===== config.mk =====
export PLATFORM = sky130hd
export DESIGN_NAME = ddrct_top
export DESIGN_NICKNAME = d
export VERILOG_FILES = /design/src/hdl/ddrct_pkg.sv /design/src/hdl/ddrct_bank_decode.sv /design/src/hdl/ddrct_top.sv
export SDC_FILE = /design/constraint.sdc
export NUM_CORES = 1
export LEC_CHECK = 0
export BUFFER_PORTS_ARGS = -buffer_cell sky130_fd_sc_hd__buf_2
export CAP_MARGIN = 5
export CELL_PAD_IN_SITES_DETAIL_PLACEMENT = 0
export CELL_PAD_IN_SITES_GLOBAL_PLACEMENT = 1
export CORE_MARGIN = 2
export CORE_UTILIZATION = 40
export CTS_CLUSTER_DIAMETER = 80
export DETAILED_ROUTE_END_ITERATION = 12
export PLACE_DENSITY = 0.74
export SYNTH_ARGS = -nofsm -noshare
export SYNTH_HDL_FRONTEND = slang
export SYNTH_SLANG_ARGS = --single-unit

===== constraint.sdc =====
create_clock -name core_clk -period 7.2 [get_ports core_clk]
set_input_delay 1.44 -clock core_clk [delete_from_list [all_inputs] [get_ports core_clk]]
set_output_delay 1.44 -clock core_clk [all_outputs]
set_load 0.05 [all_outputs]

===== src/hdl/ddrct_pkg.sv =====
// package: constants and carrier types for the ddr command decode block
package ddrct_pkg;

    // ------------------------------------------------------------
    // widths and counts
    // ------------------------------------------------------------
    localparam int ROW_W = 13;
    localparam int COL_W = 11;
    localparam int NUM_BANKS = 4;
    localparam int PRECHARGE_SELECT_POS = 10;
    localparam int COL_LOW_MSB = 9;
    localparam int COL_HIGH_POS = 11;
    localparam int CLK_PERIOD_PS = 5000;
    // self-refresh exit: read allowed only after this many master clock cycles
    localparam int XSRD_CYC = 200;
    localparam logic [7:0] XSRD_CNT = 8'(XSRD_CYC);

    // ------------------------------------------------------------
    // commands
    // ------------------------------------------------------------
    typedef enum logic [3:0] {
        DDRCT_NOP = 4'h0,
        DDRCT_ACT = 4'h1,
        DDRCT_RD = 4'h2,
        DDRCT_WR = 4'h3,
        DDRCT_PRE = 4'h4,
        DDRCT_REF = 4'h5,
        DDRCT_SREF = 4'h6,
        DDRCT_MRS = 4'h7,
        DDRCT_BST = 4'h8,
        DDRCT_PDN = 4'h9
    } ddrct_cmd_t;

    // power state machine, gray along idle->pdn/sref->idle
    typedef enum logic [1:0] {
        DDRCT_ST_ACTIVE = 2'b00,
        DDRCT_ST_PDOWN = 2'b01,
        DDRCT_ST_SREF = 2'b10
    } ddrct_pwr_t;

    // ------------------------------------------------------------
    // carriers
    // ------------------------------------------------------------
    typedef struct packed {
        logic chip_select_n;
        logic row_strobe_n;
        logic col_strobe_n;
        logic write_enable_n;
        logic clock_enable;
        logic bank_select_hi;
        logic bank_select_lo;
        logic [12:0] addr;
    } ddrct_pins_t;

    typedef struct packed {
        ddrct_cmd_t cmd;
        logic cmd_valid;
        logic [1:0] bank;
        logic [NUM_BANKS-1:0] bank_onehot;
        logic [ROW_W-1:0] row;
        logic [COL_W-1:0] col;
        logic auto_precharge;
        logic precharge_all;
        logic [NUM_BANKS-1:0] precharge_mask;
    } ddrct_dec_t;

    typedef struct packed {
        logic [NUM_BANKS-1:0] bank_open;
        logic power_down;
        logic self_refresh;
        logic read_ready;
    } ddrct_stat_t;

endpackage : ddrct_pkg


===== src/hdl/ddrct_bank_decode.sv =====
// bank-select decode to one-hot bank and precharge mask
`timescale 1ns/10ps
`default_nettype none
module ddrct_bank_decode (
    input wire logic bank_select_hi,
    input wire logic bank_select_lo,
    input wire logic precharge_all,
    output logic [1:0] bank,
    output logic [ddrct_pkg::NUM_BANKS-1:0] bank_onehot,
    output logic [ddrct_pkg::NUM_BANKS-1:0] precharge_mask
);
    import ddrct_pkg::*;

    // upper pin is the low bit of the bank number
    assign bank = {bank_select_lo, bank_select_hi};

    genvar g;
    generate
        for (g = 0; g < NUM_BANKS; g++) begin : g_bank
            assign bank_onehot[g] = (bank == 2'(g));
            assign precharge_mask[g] = precharge_all | bank_onehot[g];
        end
    endgenerate
endmodule // ddrct_bank_decode
`default_nettype wire


===== src/hdl/ddrct_top.sv =====
// registered command front end of a ddr module: decode, bank state, power modes
// ------------------------------------------------------------
// What this block does
// - chip-select high ignores command, bank and address inputs (clock-enable still acts), operations continue
// - precharge all banks when select bit high
// - select bit high on read/write enables auto-precharge
// - bank pins decode to banks zero to three
// - capture row on activate, column on access
// - clock-enable low enters power-down/self-refresh, high exits
// - commands sampled on rising master_clock edges
// - module reset clears state and output registers; the input synchroniser stages are cleared only by rst
// ------------------------------------------------------------
`timescale 1ns/10ps
`default_nettype none
module ddrct_top (
    input wire logic core_clk,
    input wire logic rst,
    input wire logic module_reset_n,
    input wire ddrct_pkg::ddrct_pins_t pins,
    output var ddrct_pkg::ddrct_dec_t dec,
    output var ddrct_pkg::ddrct_stat_t stat,
    output logic [ddrct_pkg::ROW_W-1:0] open_row [ddrct_pkg::NUM_BANKS]
);
    import ddrct_pkg::*;

    // ------------------------------------------------------------
    // input synchronisers (pins are off-domain)
    // ------------------------------------------------------------
    ddrct_pins_t pins_meta;
    ddrct_pins_t pins_s;
    logic rstn_meta;
    logic rstn_s;

    always_ff @(posedge core_clk or posedge rst) begin
        if (rst) begin
            pins_meta <= '0;
            pins_s <= '0;
            rstn_meta <= 1'b0;
            rstn_s <= 1'b0;
        end else begin
            pins_meta <= pins;
            pins_s <= pins_meta;
            rstn_meta <= module_reset_n;
            rstn_s <= rstn_meta;
        end
    end

    // ------------------------------------------------------------
    // state
    // ------------------------------------------------------------
    typedef struct packed {
        ddrct_dec_t dec;
        ddrct_pwr_t pwr;
        logic [NUM_BANKS-1:0] bank_open;
        logic [NUM_BANKS-1:0][ROW_W-1:0] rows;
        logic [7:0] xsrd;
    } ddrct_state_t;

    ddrct_state_t state;
    ddrct_state_t next_state;

    logic [1:0] bank;
    logic [NUM_BANKS-1:0] bank_onehot;
    logic [NUM_BANKS-1:0] precharge_mask;
    logic precharge_bit;

    assign precharge_bit = pins_s.addr[PRECHARGE_SELECT_POS];

    ddrct_bank_decode u_bank (
        .bank_select_hi(pins_s.bank_select_hi),
        .bank_select_lo(pins_s.bank_select_lo),
        .precharge_all(precharge_bit),
        .bank(bank),
        .bank_onehot(bank_onehot),
        .precharge_mask(precharge_mask)
    );

    // ------------------------------------------------------------
    // command decode
    // ------------------------------------------------------------
    ddrct_cmd_t cmd;
    always_comb begin
        // ras/cas/we low-true levels, customary table
        case ({pins_s.row_strobe_n, pins_s.col_strobe_n, pins_s.write_enable_n})
            3'b011: cmd = DDRCT_ACT;
            3'b101: cmd = DDRCT_RD;
            3'b100: cmd = DDRCT_WR;
            3'b010: cmd = DDRCT_PRE;
            3'b001: cmd = DDRCT_REF;
            3'b000: cmd = DDRCT_MRS;
            3'b110: cmd = DDRCT_BST;
            default: cmd = DDRCT_NOP;
        endcase
    end

    always_comb begin
        logic selected;
        selected = 1'b0;
        next_state = state;
        next_state.dec.cmd_valid = 1'b0;
        next_state.dec.cmd = DDRCT_NOP;
        next_state.xsrd = (state.xsrd != 8'h00) ? state.xsrd - 8'h01 : 8'h00;
        // deselect blocks new commands except power-down entry; open banks stay open
        selected = !pins_s.chip_select_n;
        case (state.pwr)
            DDRCT_ST_ACTIVE: begin
                if (!pins_s.clock_enable) begin
                    // clock-enable low: refresh command means self-refresh
                    if (selected && cmd == DDRCT_REF) begin
                        next_state.pwr = DDRCT_ST_SREF;
                        next_state.dec.cmd = DDRCT_SREF;
                        next_state.dec.cmd_valid = 1'b1;
                    end else begin
                        next_state.pwr = DDRCT_ST_PDOWN;
                        next_state.dec.cmd = DDRCT_PDN;
                        next_state.dec.cmd_valid = 1'b1;
                    end
                end else if (selected && cmd != DDRCT_NOP) begin
                    next_state.dec.cmd = cmd;
                    next_state.dec.cmd_valid = 1'b1;
                    next_state.dec.bank = bank;
                    next_state.dec.bank_onehot = bank_onehot;
                    case (cmd)
                        DDRCT_ACT: begin
                            next_state.dec.row = pins_s.addr;
                            next_state.bank_open = state.bank_open | bank_onehot;
                            next_state.rows[bank] = pins_s.addr;
                        end
                        DDRCT_RD, DDRCT_WR: begin
                            next_state.dec.col = {pins_s.addr[COL_HIGH_POS], pins_s.addr[COL_LOW_MSB:0]};
                            next_state.dec.auto_precharge = precharge_bit;
                            if (precharge_bit) begin
                                next_state.bank_open = state.bank_open & ~bank_onehot;
                            end
                        end
                        DDRCT_PRE: begin
                            next_state.dec.precharge_all = precharge_bit;
                            next_state.dec.precharge_mask = precharge_mask;
                            next_state.bank_open = state.bank_open & ~precharge_mask;
                        end
                        default: begin
                        end
                    endcase
                end
            end
            DDRCT_ST_PDOWN: begin
                if (pins_s.clock_enable) begin
                    next_state.pwr = DDRCT_ST_ACTIVE;
                end
            end
            DDRCT_ST_SREF: begin
                if (pins_s.clock_enable) begin
                    next_state.pwr = DDRCT_ST_ACTIVE;
                    // reads held off while the internal clocking resettles
                    next_state.xsrd = XSRD_CNT;
                end
            end
            default: next_state.pwr = DDRCT_ST_ACTIVE;
        endcase
        if (!rstn_s) begin
            next_state = '0;
        end
    end

    always_ff @(posedge core_clk or posedge rst) begin
        if (rst) begin
            state <= '0;
        end else begin
            state <= next_state;
        end
    end

    // ------------------------------------------------------------
    // outputs
    // ------------------------------------------------------------
    logic [NUM_BANKS-1:0] open_r;
    logic pd_r;
    logic sr_r;
    logic rr_r;
    always_ff @(posedge core_clk or posedge rst) begin
        if (rst) begin
            open_r <= '0;
            pd_r <= 1'b0;
            sr_r <= 1'b0;
            rr_r <= 1'b0;
        end else begin
            open_r <= next_state.bank_open;
            pd_r <= (next_state.pwr == DDRCT_ST_PDOWN);
            sr_r <= (next_state.pwr == DDRCT_ST_SREF);
            // cleared state decodes as active and idle, so module reset must mask it
            rr_r <= rstn_s && (next_state.pwr == DDRCT_ST_ACTIVE) && (next_state.xsrd == 8'h00);
        end
    end

    assign dec = state.dec;
    assign stat = '{bank_open: open_r, power_down: pd_r, self_refresh: sr_r, read_ready: rr_r};

    genvar g;
    generate
        for (g = 0; g < NUM_BANKS; g++) begin : g_row
            assign open_row[g] = state.rows[g];
        end
    endgenerate
endmodule // ddrct_top
`default_nettype wire

==> impl_metrics.tcl <==
set metrics [dict create \
    cts_root_buf "clkbuf_16" \
    seq_area_frac_synth 0.578 \
    postCtsSetupRepairBufs 0 \
    worst_path_max_delay_cell "nor3_4" \
    clk_pin_slew_ns 0.06 \
    dieArea_um2 17500 \
    rsz0062_at_grt "no" \
    fin_ws_ns 4.58 \
    fin_crit_ns 2.62 \
    startpoint_type "register" \
    viasPerCell 4.65 \
    ys_warn_count 0 \
    drive_gt1_frac 0.272 \
    grt_pass1_wl_um 21300 \
    n_antenna_cell 0 \
    avgRoutedWirePerCell_um 15.6 \
    async_reset_ff_frac 1.00 \
    ys_ff_latch 152 \
    synthesis.nets 624 \
    max_freq_ghz 0.382 \
    clk_path_buf_depth 2 \
    crit_required_ns 7.47 \
    crit_type "reg2reg" \
    vdd_drop_max_mv 0.181 \
    relSlewSlack 0.282 \
    cts_tree "built" \
    rows 46 \
    syn2layout_area_growth_pct 9.40 \
    synth.distinct_cells 49 \
    cts.sinks 152 \
    setup_viol 0 \
    final_cells 840 \
    cellPowerDensity_nw_per_um2 293 \
    grtUsageTotal 0.157 \
    clk_latency_ns 0.43 \
    coreArea_um2 16000 \
    fin_setup_tns_ns 0 \
    crit_chain "inv_1 > ha_1 > and3b_2 > nand3_4 > nor3_4 > mux2i_1 > nor2_1" \
    drc 0 \
    htreeDepth 4 \
    maxCapViolations 0 \
    crit_fanout 13 \
    cts.repair.resized 0 \
    first_iter_violations 198 \
    overflow 0 \
    period_share 0.364 \
    die_w_um 132 \
    dpl.hpwl_um 9050 \
    yosys_most_used_dff "dfrtp_1" \
    nets 639 \
    drt-pass1-iter-count 4 \
    finalMaxSlewViolations 0 \
    die_h_um 132 \
    place_congestion 0.831 \
    avgSynthCellArea_um2 11.1 \
    finalPower_mw 2.11 \
    wirelength_um 13100 \
    final_hold_viol_count 0 \
    antenna_found_initial 0 \
    vias 3904 \
    cts-buffers-inserted 17 \
    syn_inst 596 \
    io_pins 123 \
    ant_nets 0 \
    numPortBuffers 122 \
    synth_area_um2 6590 \
    finalClockSkew_ns 0.0110 \
    power.leakage_nw 3.49 \
    postCtsHoldBufs 0 \
    crit_path_end_kind "register" \
    critPathMaxStageDelay_ns 0.78 \
    place_ws_ns 4.10 \
    synth_edf_count 0 \
    hp-class "reg2reg" \
    arrival_ns 2.89 \
    outcome "finished clean" \
    grt_pass1_vias 3992 \
    start_util 0.412 \
    num-fill-cells 1572 \
    dp_cells 808 \
    worst_slew_pin_slew_ns 1.07 \
    grt_max_degree 82 \
]
-- layout by cell type, fill, tap and decap left out, types with 3 or more instances in the layout --
| cell type | synthesis | routed |
|---|---|---|
| nand3_1 | 5 | 5 |
| o21ai_0 | 39 | 39 |
| nand2_1 | 61 | 61 |
| clkbuf_16 | 0 | 17 |
| ha_1 | 5 | 5 |
| xnor2_1 | 4 | 4 |
| nor4_1 | 6 | 6 |
| inv_6 | 0 | 5 |
| inv_1 | 14 | 12 |
| inv_8 | 0 | 3 |
| o211ai_1 | 3 | 3 |
| a211oi_1 | 3 | 3 |
| buf_2 | 13 | 122 |
| dfrtp_1 | 152 | 152 |
| a21oi_1 | 12 | 11 |
| clkinv_4 | 0 | 3 |
| nor3_1 | 3 | 3 |
| a31oi_1 | 4 | 3 |
| nor2_1 | 64 | 64 |
| nor2b_1 | 8 | 6 |
| mux2i_1 | 54 | 54 |
-- worst max-delay path, delay by kind of cell, from the launching register on --
kind | cells | cell delay, ns
fa+ha+maj | 1 | 0.33
buf+inv | 1 | 0.10
flops | 1 | 0.42
mux | 1 | 0.28
simple gates | 4 | 1.31
-- cell usage after synthesis, types with 2 or more instances --
library cell / number / area (µm²)
ha_1: 5 / 62.6
o22ai_1: 2 / 12.5
dfrtp_1: 152 / 3800
a21oi_1: 12 / 60.1
nand2_1: 61 / 229
clkbuf_1: 8 / 30.0
and2_1: 2 / 12.5
nand3_1: 5 / 25.0
xnor2_1: 4 / 35.0
nor2b_1: 8 / 50.1
nor3_1: 3 / 15.0
buf_2: 13 / 65.1
a31oi_1: 4 / 25.0
buf_6: 3 / 33.8
inv_1: 14 / 52.6
mux2i_1: 54 / 541
a211oi_1: 3 / 22.5
o31ai_1: 2 / 15.0
o21ai_0: 39 / 195
nor4_1: 6 / 37.5
nor2_1: 64 / 240
buf_4: 103 / 773
o211ai_1: 3 / 22.5
-- state kept, by name, summed over array words and instances (netlist names) --
| name | flops |
|---|---|
| pins_s | 20 |
| open_r | 4 |
| rstn_meta | 1 |
| rr_r | 1 |
| state | 10 |
| sr_r | 1 |
| open_row | 52 |
| pins_meta | 20 |
| dec | 41 |
| pd_r | 1 |
| rstn_s | 1 |
-- routing by layer --
metal  wire, µm  track usage  up-vias  part of all wire
met5          0            0        -                 0
met4        451       0.0902        0             0.034
met3        626       0.0500       29             0.048
met2       5900        0.230       98              0.45
met1       6100        0.206     1876              0.47
li1           -            -     1901                 -
-- stage by stage --
stage	cell area [µm²]	hold slack, ns	util
2_1_floorplan	6590	0.331	-
3_3_place_gp	6600	0.332	0.412
3_5_place_dp	6600	0.335	0.412
4_1_cts	7210	0.349	0.450
5_1_grt	7210	0.354	0.450
6_report	7210	0.348	0.450
-- worst paths after layout --
path,startpoint,endpoint,slack [ns],depth (start not counted)
max in group asynchronous,rst,open_row[42],4.67,3
worst min register to register,pins_meta[14],pins_s[14],0.35,0
worst max register to register,state[64],open_row[39],4.58,7
min in group asynchronous,rst,rstn_meta,1.11,2
worst min-delay path,pins_meta[14],pins_s[14],0.35,0
worst max-delay path,state[64],open_row[39],4.58,7
-- kinds of logic (layout without fill, tap and decap cells) --
kind of cell | count (synthesis) | in the layout | share of synthesized area
fa+ha+maj | 5 | 5 | 0.00950
flops | 152 | 152 | 0.578
simple gates | 164 | 164 | 0.114
buf+inv | 142 | 170 | 0.146
mux | 55 | 55 | 0.0838
compound gates | 73 | 73 | 0.0633
xor+xnor | 5 | 5 | 0.00665
-- final cells by class --
| class | count | area [µm²] | share of cell area |
|---|---|---|---|
| Clock buffer | 17 | 425 | 0.0590 |
| Clock inverter | 15 | 184 | 0.0255 |
| Inverter | 14 | 57.6 | 0.00799 |
| Multi-Input combinational cell | 302 | 1840 | 0.255 |
| Sequential cell | 152 | 3800 | 0.528 |
| Tap cell | 216 | 270 | 0.0375 |
| Timing Repair Buffer | 124 | 626 | 0.0868 |
-- report_power, final --
| group | switching (mW) | leakage (nW) | internal, mW |
|---|---|---|---|
| registers | 0.0432 | 2.00 | 0.900 |
| clock network | 0.381 | 0.297 | 0.525 |
| logic | 0.176 | 1.19 | 0.0866 |
| total | 0.600 | 3.49 | 1.51 |
(Power assumes the default switching activity.)
